--- src/dsos_cfg.svh ---
`ifndef DSOS_CFG_SVH
`define DSOS_CFG_SVH

// Register byte offsets on the APB window
`define DSOS_OFF_SEL       12'h000
`define DSOS_OFF_INV       12'h004
`define DSOS_OFF_ARRIVAL   12'h008
`define DSOS_OFF_OVERLOAD  12'h00C
`define DSOS_OFF_PIDDEV    12'h010
`define DSOS_OFF_TORQUE    12'h014
`define DSOS_OFF_RUNLIM    12'h018
`define DSOS_OFF_PONLIM    12'h01C
`define DSOS_OFF_THERMAL   12'h020
`define DSOS_OFF_STATUS    12'h024
`define DSOS_OFF_INTSTAT   12'h028
`define DSOS_OFF_INTMASK   12'h02C

// Terminal count and selector field layout
`define DSOS_NTERM         3
`define DSOS_SEL_W         6
`define DSOS_SEL_STRIDE    8
`define DSOS_NEV           4
`define DSOS_EV_ALARM      3
`define DSOS_STAT_TERM_POS 24

// Reset values
`define DSOS_SEL_RST       32'h0000_0000
`define DSOS_INV_RST       3'h4
`define DSOS_LVL_RST       16'hFFFF
`define DSOS_TIME_RST      32'hFFFF_FFFF
`define DSOS_MASK_RST      4'h0

`endif

--- src/dsos_pkg.sv ---
package dsos_pkg;

   // Option codes a terminal selector may hold
   typedef enum logic [5:0] {
      DSOS_OPT_RUN      = 6'h00,
      DSOS_OPT_CSPEED   = 6'h01,
      DSOS_OPT_OVERFREQ = 6'h02,
      DSOS_OPT_OVERLOAD = 6'h03,
      DSOS_OPT_PIDDEV   = 6'h04,
      DSOS_OPT_ALARM    = 6'h05,
      DSOS_OPT_EXACT    = 6'h06,
      DSOS_OPT_OTQ      = 6'h07,
      DSOS_OPT_UV       = 6'h09,
      DSOS_OPT_TLIM     = 6'h0A,
      DSOS_OPT_RUNTIME  = 6'h0B,
      DSOS_OPT_PONTIME  = 6'h0C,
      DSOS_OPT_THERMAL  = 6'h0D,
      DSOS_OPT_BRAKE    = 6'h13,
      DSOS_OPT_BRKERR   = 6'h14
   } dsos_opt_t;

   // Level and time quantities
   typedef logic [15:0] dsos_lvl_t;
   typedef logic [31:0] dsos_time_t;

endpackage : dsos_pkg

--- src/dsos_selector.sv ---
// Operation
// - Option 00: output follows run mode
// - Option 01: at set frequency, not ramping
// - Option 02: frequency at or above arrival level
// - Option 03: current above overload threshold
// - Option 04: PID error magnitude above threshold
// - Option 05: alarm latched until cleared
// - Option 06: frequency exactly at arrival level
// - Overtorque: torque above configured level
// - Option 09: follows undervoltage condition
// - Option 10: torque limit acting
// - Option 11: run time beyond limit
// - Option 12: power-on time beyond limit
// - Thermal count beyond warning level
// - Option 19: brake release command
// - Option 20: brake fault detected
// - Per-terminal sense inversion after selection
`include "dsos_cfg.svh"
`timescale 1ns/1ps
`default_nettype none

module dsos_selector (
   input  wire logic        MCLK,
   input  wire logic        RESET,
   // APB slave
   input  wire logic        PSEL,
   input  wire logic        PENABLE,
   input  wire logic        PWRITE,
   input  wire logic [11:0] PADDR,
   input  wire logic [31:0] PWDATA,
   output var  logic [31:0] PRDATA,
   output var  logic        PREADY,
   output var  logic        PSLVERR,
   // Status from the control core, same clock
   input  wire logic        RUN_MODE,
   input  wire logic        OUT_ON,
   input  wire logic        RAMPING,
   input  wire logic [15:0] OUT_FREQ,
   input  wire logic [15:0] SET_FREQ,
   input  wire logic [15:0] OUT_CURRENT,
   input  wire logic [15:0] PID_ERROR,
   input  wire logic        ALARM_EVENT,
   input  wire logic        ALARM_CLEAR,
   input  wire logic [15:0] TORQUE_EST,
   input  wire logic        UNDERVOLTAGE,
   input  wire logic        TORQUE_LIMIT,
   input  wire logic [31:0] RUN_TIME,
   input  wire logic [31:0] PON_TIME,
   input  wire logic [15:0] THERMAL_COUNT,
   input  wire logic        BRAKE_RELEASE,
   input  wire logic        BRAKE_FAULT,
   // Terminal outputs and interrupt
   output var  logic        TERM11_OUT,
   output var  logic        TERM12_OUT,
   output var  logic        RELAY_OUT,
   output var  logic        IRQ
);

   // Software registers
   logic [31:0]              sel_reg;            // Packed option selectors
   logic [`DSOS_NTERM-1:0]   inv_reg;            // Sense inversion per terminal
   dsos_pkg::dsos_lvl_t      arrival_reg;        // Arrival frequency level
   dsos_pkg::dsos_lvl_t      overload_thr_reg;   // Overload current threshold
   dsos_pkg::dsos_lvl_t      piddev_thr_reg;     // PID deviation threshold
   dsos_pkg::dsos_lvl_t      torque_thr_reg;     // Overtorque level
   dsos_pkg::dsos_time_t     runlim_reg;         // Run time limit
   dsos_pkg::dsos_time_t     ponlim_reg;         // Power-on time limit
   dsos_pkg::dsos_lvl_t      thermal_thr_reg;    // Thermal warning level
   logic [`DSOS_NEV-1:0]     int_stat_reg;       // Sticky event bits
   logic [`DSOS_NEV-1:0]     int_mask_reg;       // Event enables
   logic [`DSOS_NEV-1:0]     int_stat_next;      // Next sticky value

   // APB answer flops
   logic [31:0]              prdata_reg;         // Read data captured
   logic                     pready_reg;         // Wait-state answer
   logic                     pslverr_reg;        // Unmapped access flag

   // Status flops
   logic                     alarm_reg;          // Latched alarm
   logic                     alarm_next;         // Next alarm value
   logic                     overload_reg;       // Overload with hold at equality
   logic                     piddev_reg;         // PID deviation with hold
   logic                     otq_reg;            // Overtorque with hold
   logic                     thermal_reg;        // Thermal warning, clears at equality
   logic [`DSOS_NTERM-1:0]   status_d_reg;       // Previous selected status
   logic [`DSOS_NTERM-1:0]   term_reg;           // Terminal pin flops
   logic                     irq_reg;            // Interrupt line flop

   // Decode and selection nets
   logic [63:0]              flag_vec;           // One flag per option code
   logic [`DSOS_NTERM-1:0]   status_sel;         // Status chosen per terminal
   logic [`DSOS_NTERM-1:0]   term_next;          // Pin level after inversion
   logic [`DSOS_NEV-1:0]     events;             // Event pulses this cycle
   logic [15:0]              pid_mag;            // PID error magnitude

   // APB access phases
   wire        apb_acc   = PSEL & PENABLE;
   wire        apb_first = apb_acc & ~pready_reg;
   wire        apb_done  = apb_acc & pready_reg;
   wire        wr_done   = apb_done & PWRITE;
   wire        rd_done   = apb_done & ~PWRITE;
   wire        aligned   = (PADDR[1:0] == 2'h0);

   // Address decode
   wire hit_sel      = aligned & (PADDR == `DSOS_OFF_SEL);
   wire hit_inv      = aligned & (PADDR == `DSOS_OFF_INV);
   wire hit_arrival  = aligned & (PADDR == `DSOS_OFF_ARRIVAL);
   wire hit_overload = aligned & (PADDR == `DSOS_OFF_OVERLOAD);
   wire hit_piddev   = aligned & (PADDR == `DSOS_OFF_PIDDEV);
   wire hit_torque   = aligned & (PADDR == `DSOS_OFF_TORQUE);
   wire hit_runlim   = aligned & (PADDR == `DSOS_OFF_RUNLIM);
   wire hit_ponlim   = aligned & (PADDR == `DSOS_OFF_PONLIM);
   wire hit_thermal  = aligned & (PADDR == `DSOS_OFF_THERMAL);
   wire hit_status   = aligned & (PADDR == `DSOS_OFF_STATUS);
   wire hit_intstat  = aligned & (PADDR == `DSOS_OFF_INTSTAT);
   wire hit_intmask  = aligned & (PADDR == `DSOS_OFF_INTMASK);
   wire mapped = hit_sel | hit_inv | hit_arrival | hit_overload | hit_piddev
               | hit_torque | hit_runlim | hit_ponlim | hit_thermal
               | hit_status | hit_intstat | hit_intmask;

   // Live status word: flags in the low bits, pin levels above
   wire [31:0] status_word = {5'h00, term_reg, 3'h0, flag_vec[20:0]};

   // Read mux; unmapped reads return zero
   wire [31:0] rd_mux =
        hit_sel      ? sel_reg :
        hit_inv      ? {29'h0, inv_reg} :
        hit_arrival  ? {16'h0, arrival_reg} :
        hit_overload ? {16'h0, overload_thr_reg} :
        hit_piddev   ? {16'h0, piddev_thr_reg} :
        hit_torque   ? {16'h0, torque_thr_reg} :
        hit_runlim   ? runlim_reg :
        hit_ponlim   ? ponlim_reg :
        hit_thermal  ? {16'h0, thermal_thr_reg} :
        hit_status   ? status_word :
        hit_intstat  ? {28'h0, int_stat_reg} :
        hit_intmask  ? {28'h0, int_mask_reg} : 32'h0000_0000;

   // Only the bits actually returned are cleared, so a bit set between
   // capture and completion survives to the next read
   wire [`DSOS_NEV-1:0] int_clr = (rd_done & hit_intstat) ? prdata_reg[`DSOS_NEV-1:0]
                                                          : {`DSOS_NEV{1'b0}};

   // One wait state: answer flops load on the first access cycle
   always_ff @(posedge MCLK) begin
      if (RESET) begin
         pready_reg  <= 1'b0;
         prdata_reg  <= 32'h0000_0000;
         pslverr_reg <= 1'b0;
      end else begin
         pready_reg  <= apb_first;
         prdata_reg  <= (apb_first & ~PWRITE) ? rd_mux : 32'h0000_0000;
         pslverr_reg <= apb_first & ~mapped;
      end
   end

   // Selector and inversion registers; writes land at completion only
   always_ff @(posedge MCLK) begin
      if (RESET) begin
         sel_reg <= `DSOS_SEL_RST;
         inv_reg <= `DSOS_INV_RST;
      end else begin
         if (wr_done & hit_sel) begin
            sel_reg <= PWDATA;
         end
         if (wr_done & hit_inv) begin
            inv_reg <= PWDATA[`DSOS_NTERM-1:0];
         end
      end
   end

   // Threshold registers; reset to full scale so only the arrival flags can trip early, at full-scale frequency
   always_ff @(posedge MCLK) begin
      if (RESET) begin
         arrival_reg      <= `DSOS_LVL_RST;
         overload_thr_reg <= `DSOS_LVL_RST;
         piddev_thr_reg   <= `DSOS_LVL_RST;
         torque_thr_reg   <= `DSOS_LVL_RST;
         thermal_thr_reg  <= `DSOS_LVL_RST;
      end else begin
         if (wr_done & hit_arrival)  arrival_reg      <= PWDATA[15:0];
         if (wr_done & hit_overload) overload_thr_reg <= PWDATA[15:0];
         if (wr_done & hit_piddev)   piddev_thr_reg   <= PWDATA[15:0];
         if (wr_done & hit_torque)   torque_thr_reg   <= PWDATA[15:0];
         if (wr_done & hit_thermal)  thermal_thr_reg  <= PWDATA[15:0];
      end
   end

   // Time limit registers
   always_ff @(posedge MCLK) begin
      if (RESET) begin
         runlim_reg <= `DSOS_TIME_RST;
         ponlim_reg <= `DSOS_TIME_RST;
      end else begin
         if (wr_done & hit_runlim) runlim_reg <= PWDATA;
         if (wr_done & hit_ponlim) ponlim_reg <= PWDATA;
      end
   end

   // Alarm latch; an event in the clear cycle wins
   assign alarm_next = ALARM_EVENT | (alarm_reg & ~ALARM_CLEAR);

   // PID error as unsigned magnitude; full negative maps to 16'h8000
   assign pid_mag = PID_ERROR[15] ? 16'((~PID_ERROR) + 16'h0001) : PID_ERROR;

   // Overload, PID and torque flags hold their value when the input equals the level,
   // which gives a hint of hysteresis against a noisy measurement
   always_ff @(posedge MCLK) begin
      if (RESET) begin
         alarm_reg    <= 1'b0;
         overload_reg <= 1'b0;
         piddev_reg   <= 1'b0;
         otq_reg      <= 1'b0;
         thermal_reg  <= 1'b0;
      end else begin
         alarm_reg <= alarm_next;
         if (OUT_CURRENT > overload_thr_reg) overload_reg <= 1'b1;
         else if (OUT_CURRENT < overload_thr_reg) overload_reg <= 1'b0;
         if (pid_mag > piddev_thr_reg) piddev_reg <= 1'b1;
         else if (pid_mag < piddev_thr_reg) piddev_reg <= 1'b0;
         if (TORQUE_EST > torque_thr_reg) otq_reg <= 1'b1;
         else if (TORQUE_EST < torque_thr_reg) otq_reg <= 1'b0;
         if (THERMAL_COUNT > thermal_thr_reg) thermal_reg <= 1'b1;
         else thermal_reg <= 1'b0;
      end
   end

   // Flag table indexed by option code; unlisted codes stay zero
   always_comb begin
      flag_vec = 64'h0000_0000_0000_0000;
      flag_vec[dsos_pkg::DSOS_OPT_RUN]      = RUN_MODE;
      flag_vec[dsos_pkg::DSOS_OPT_CSPEED]   = OUT_ON & ~RAMPING
                                            & (OUT_FREQ == SET_FREQ);
      flag_vec[dsos_pkg::DSOS_OPT_OVERFREQ] = OUT_ON
                                            & (OUT_FREQ >= arrival_reg);
      flag_vec[dsos_pkg::DSOS_OPT_OVERLOAD] = overload_reg;
      flag_vec[dsos_pkg::DSOS_OPT_PIDDEV]   = piddev_reg;
      flag_vec[dsos_pkg::DSOS_OPT_ALARM]    = alarm_reg;
      flag_vec[dsos_pkg::DSOS_OPT_EXACT]    = OUT_ON
                                            & (OUT_FREQ == arrival_reg);
      flag_vec[dsos_pkg::DSOS_OPT_OTQ]      = otq_reg;
      flag_vec[dsos_pkg::DSOS_OPT_UV]       = UNDERVOLTAGE;
      flag_vec[dsos_pkg::DSOS_OPT_TLIM]     = TORQUE_LIMIT;
      flag_vec[dsos_pkg::DSOS_OPT_RUNTIME]  = RUN_TIME > runlim_reg;
      flag_vec[dsos_pkg::DSOS_OPT_PONTIME]  = PON_TIME > ponlim_reg;
      flag_vec[dsos_pkg::DSOS_OPT_THERMAL]  = thermal_reg;
      flag_vec[dsos_pkg::DSOS_OPT_BRAKE]    = BRAKE_RELEASE;
      flag_vec[dsos_pkg::DSOS_OPT_BRKERR]   = BRAKE_FAULT;
   end

   // Per-terminal selection, inversion and rising-edge events
   genvar g;
   generate
      for (g = 0; g < `DSOS_NTERM; g = g + 1) begin : g_term
         // Selector field of this terminal
         wire [`DSOS_SEL_W-1:0] code = sel_reg[g*`DSOS_SEL_STRIDE +: `DSOS_SEL_W];
         assign status_sel[g] = flag_vec[code];
         assign term_next[g]  = status_sel[g] ^ inv_reg[g];
         assign events[g]     = status_sel[g] & ~status_d_reg[g];
      end
   endgenerate

   // Alarm onset is an event of its own
   assign events[`DSOS_EV_ALARM] = ALARM_EVENT & ~alarm_reg;

   // Sticky status: set wins over a clear in the same cycle
   assign int_stat_next = (int_stat_reg & ~int_clr) | events;

   // Pin flops and event tracking
   always_ff @(posedge MCLK) begin
      if (RESET) begin
         term_reg     <= {`DSOS_NTERM{1'b0}};
         status_d_reg <= {`DSOS_NTERM{1'b0}};
      end else begin
         term_reg     <= term_next;
         status_d_reg <= status_sel;
      end
   end

   // Interrupt status, mask and line
   always_ff @(posedge MCLK) begin
      if (RESET) begin
         int_stat_reg <= {`DSOS_NEV{1'b0}};
         int_mask_reg <= `DSOS_MASK_RST;
         irq_reg      <= 1'b0;
      end else begin
         int_stat_reg <= int_stat_next;
         if (wr_done & hit_intmask) int_mask_reg <= PWDATA[`DSOS_NEV-1:0];
         irq_reg      <= |(int_stat_reg & int_mask_reg);
      end
   end

   // Port drivers, all from flops
   assign PRDATA     = prdata_reg;
   assign PREADY     = pready_reg;
   assign PSLVERR    = pslverr_reg;
   assign TERM11_OUT = term_reg[0];
   assign TERM12_OUT = term_reg[1];
   assign RELAY_OUT  = term_reg[2];
   assign IRQ        = irq_reg;

   wire [5:0] code0 = sel_reg[5:0];
endmodule : dsos_selector

`default_nettype wire

--- config.mk ---
export PLATFORM = sky130hd
export DESIGN_NAME = dsos_selector
export DESIGN_NICKNAME = d
export VERILOG_FILES = /design/src/dsos_pkg.sv /design/src/dsos_selector.sv
export VERILOG_INCLUDE_DIRS = /design/src
export SDC_FILE = /design/constraint.sdc
export NUM_CORES = 1
export LEC_CHECK = 0
export ABC_CLOCK_PERIOD_IN_PS = 2700
export CORE_UTILIZATION = 40
export DETAILED_ROUTE_END_ITERATION = 7
export DONT_BUFFER_PORTS = 1
export PLACE_DENSITY = 0.61
export SYNTH_ARGS = -nofsm -noshare
export SYNTH_HDL_FRONTEND = slang
export SYNTH_SLANG_ARGS = --single-unit
--- constraint.sdc ---
create_clock -name MCLK -period 2.7 [get_ports MCLK]
set_input_delay 0 -clock MCLK [delete_from_list [all_inputs] [get_ports MCLK]]
set_output_delay 0 -clock MCLK [all_outputs]
set_load 0.02 [all_outputs]
==> flow_summary_export.csv <==
group,metric,value,unit
timing,rsz0062_at_grt,"true",
drt,route.detailed.drc,1,
grt,grt_pass1_vias,13000,
timing,max_freq,0.366,GHz
die,die_area,35200,sq um
cells_and_area,nFillCells,3259,
power_and_ir_drop,total_power,7.64,mW
grt,grt_antenna_before_repair,5,
cells_and_area,fin_cells,2282,
clock_tree,clk-insertion-delay-late,0.54,ns
setup_path,cp.required,3.13,ns
grt,grt_start_max_net_pins,153,
die,coreArea,33700,sq um
grt,grt_pass1_wl,77.4,mm
yosys,yosys_warnings,0,
setup_path,end_kind,"register",
drt,dr.pass1.iters,8,
die,rows,67,
drt,wire_per_inst,22.8,um
die,io_pins,256,
drt,routed_wl,52.1,mm
clock_tree,cts.clk_slew.worst_paths,0.06,ns
run_status,status,"complete, but fails checks",
yosys,yosys_most_used_dff,"dfxtp_1",
timing,finalMaxSlewViolations,0,
clock_tree,clock_path_buffers,3,
timing,fin_crit,2.73,ns
yosys,synthDistinctLibCells,64,
placed_design,dp_hpwl,36.9,mm
clock_tree,cts-buffers-inserted,27,
clock_tree,cts_tree,"done",
timing,tightest_slew,0.952,ns
yosys,synth_edf_count,0,
die,start_util,40.8,%
placed_design,io_buffers,0,
cells_and_area,areaGrowthSynthToFinish,22.8,%
worst_hold_path,min-delay-path-class,"primary input to register",
timing,layout_setup_ws,-0.0302,ns
timing,hold_viol,4,
grt,overflow,0,
placed_design,post-place-cells,2102,
run_status,violations,"DRC, hold timing, setup timing",
yosys,synth_nets,2057,
timing,final.period_utilization,101,%
power_and_ir_drop,p_leak,7.40,nW
power_and_ir_drop,power.density,452,nW/um^2
yosys,synth.avg_cell_area,8.13,sq um
timing,clock_skew,0.0112,ns
yosys,synth_common_cells,"dfxtp_1, nor2_1, nand2_1",
drt,drtIter0Drc,1299,
yosys,yosys-top-cells-area,"dfxtp_1, ha_1, a211o_1, nor2_1, a21oi_1",
placed_design,gp_congestion,0.961,
yosys,netlist_area,13800,sq um
drt,dr_total_vias,13600,
cells_and_area,multiInputGateArea,8340,sq um
yosys,synth_top_area_share,33.9,%
yosys,synth_top_area_cell,"dfxtp_1",
die,die_h,188,um
die,chipWidth,188,um
setup_path,criticalPathCategory,"register to register",
drt,vias_per_cell,5.94,
yosys,syn_inst,1694,
placed_design,place_ws,-0.0806,ns
yosys,synthArstFlopShare,0,%
yosys,yosysMostFrequentCell,"dfxtp_1",
cells_and_area,drive_gt1_share,9.50,%
setup_path,cp.arrival,3.16,ns
flow_run,drv_cap,0,
grt,track_usage,28.7,%
timing,setup_tns,-0.0653,ns
yosys,synth_seq_cells,233,
timing,fin_hold_ws,-0.0123,ns
clock_tree,cts_root_buf,"clkbuf_16",
clock_tree,clkSinkCount,233,
clock_tree,cts_max_level,1,
setup_path,critPathMaxFanout,3,
yosys,seq_area_frac_synth,33.9,%
power_and_ir_drop,peakVddDrop,431,uV
timing,max-slew-margin-rel,36.4,%
timing,finalSetupViolCount,5,
cells_and_area,register_area,4670,sq um
drt,ant_nets,0,
cells_and_area,nNetsFinal,2176,
setup_path,crit_path_start_kind,"register",
timing repair:
action / 4_1_cts / 5_1_grt
hold endpoints to repair: 207 / 1
pin swaps: 5 / 13
gates resized for setup: 10 / 41
setup buffers: 1 / 2
cloned: 0 / 1
endpoints found under the setup margin: 8 / 48
hold buffers: 124 / 2
logic make-up after synthesis:
family	share of synthesized area, %
buffers and inverters	7.30
XOR/XNOR	1.85
multiplexers	1.43
adder cells (fa/ha/maj)	13.2
AO/OA/AOI/OAI	25.2
flip-flops	33.9
AND/OR/NAND/NOR	17.2
report_power, final:
| group | internal, mW | leakage, nW | switching (mW) | total [mW] |
|---|---|---|---|---|
| combinational | 0.213 | 5.08 | 0.279 | 0.492 |
| clock | 2.17 | 0.432 | 1.51 | 3.68 |
| sequential | 3.45 | 1.88 | 0.0206 | 3.47 |
| total | 5.84 | 7.40 | 1.81 | 7.64 |
per-layer routing:
layer,vias up,routed length [um],GRT usage (%)
li1,6277,-,-
met1,6436,21000,35.5
met2,709,24500,49.3
met3,127,4330,5.05
met4,6,2210,11.3
met5,-,39,0
stage by stage:
stage          cell area [sq um]  utilization, %
2_1_floorplan              13800               -
3_3_place_gp               14500            42.9
3_5_place_dp               14500            42.9
4_1_cts                    16700            49.5
5_1_grt                    16900            50.2
6_report                   16900            50.2
layout by cell type, fill, tap and decap left out, types with 7 or more instances in the layout:
cell           synthesis  final
ha_1                 145    141
a211o_1              146    146
nand3_1               17     16
nor2_1               207    197
nor2b_1               26     25
o221ai_1              14     14
dfxtp_1              233    228
xnor2_1               14     14
buf_4                  0     61
o22ai_1                9      9
nand2_1              160    160
o21ai_0               43     38
nor3_1                24     19
clkbuf_16              0     28
a21oi_1              126    125
a22oi_1               27     27
nor4_1                14     13
dlygate4sd3_1          0    125
o21ai_1                5      7
clkinv_2               0      8
o21a_1                17     17
inv_1                157    154
nor2_2                 2      9
xor2_1                15     15
nand2b_1              11     11
a221oi_1              13     12
nand4_1               26     26
a221o_1               10     10
mux2i_1               11     11
a222oi_1               8      8
a21o_1                18     18
a31oi_1               18     16
worst paths after layout:
kind | from | end | slack, ns | depth (start not counted)
worst max-delay path | runlim_reg[13] | term_reg[0] | -0.03 | 9
worst min register to register | status_d_reg[1] | int_stat_reg[1] | 0.43 | 1
worst min-delay path | PADDR[5] | PRDATA[18] | -0.01 | 4
worst max register to register | runlim_reg[13] | term_reg[0] | -0.03 | 9
critical path, cell delays in order (launching register included):
cell and delay, ns:
dfxtp_2 0.33, inv_1 0.07, ha_4 0.28, nand4_4 0.10, or4_4 0.57, or4_4 0.57, o21ai_4 0.10, o21ai_2 0.06
o22a_1 0.24, mux2_4 0.30
area by class of cell:
class / instances / area share, %
Clock buffer: 34 / 4.27
Timing Repair Buffer: 194 / 11.0
Sequential cell: 233 / 27.6
Tap cell: 448 / 3.32
Clock inverter: 14 / 0.911
Antenna cell: 2 / 0.0296
Multi-Input combinational cell: 1200 / 49.4
Inverter: 157 / 3.49
(Power assumes the default switching activity.)
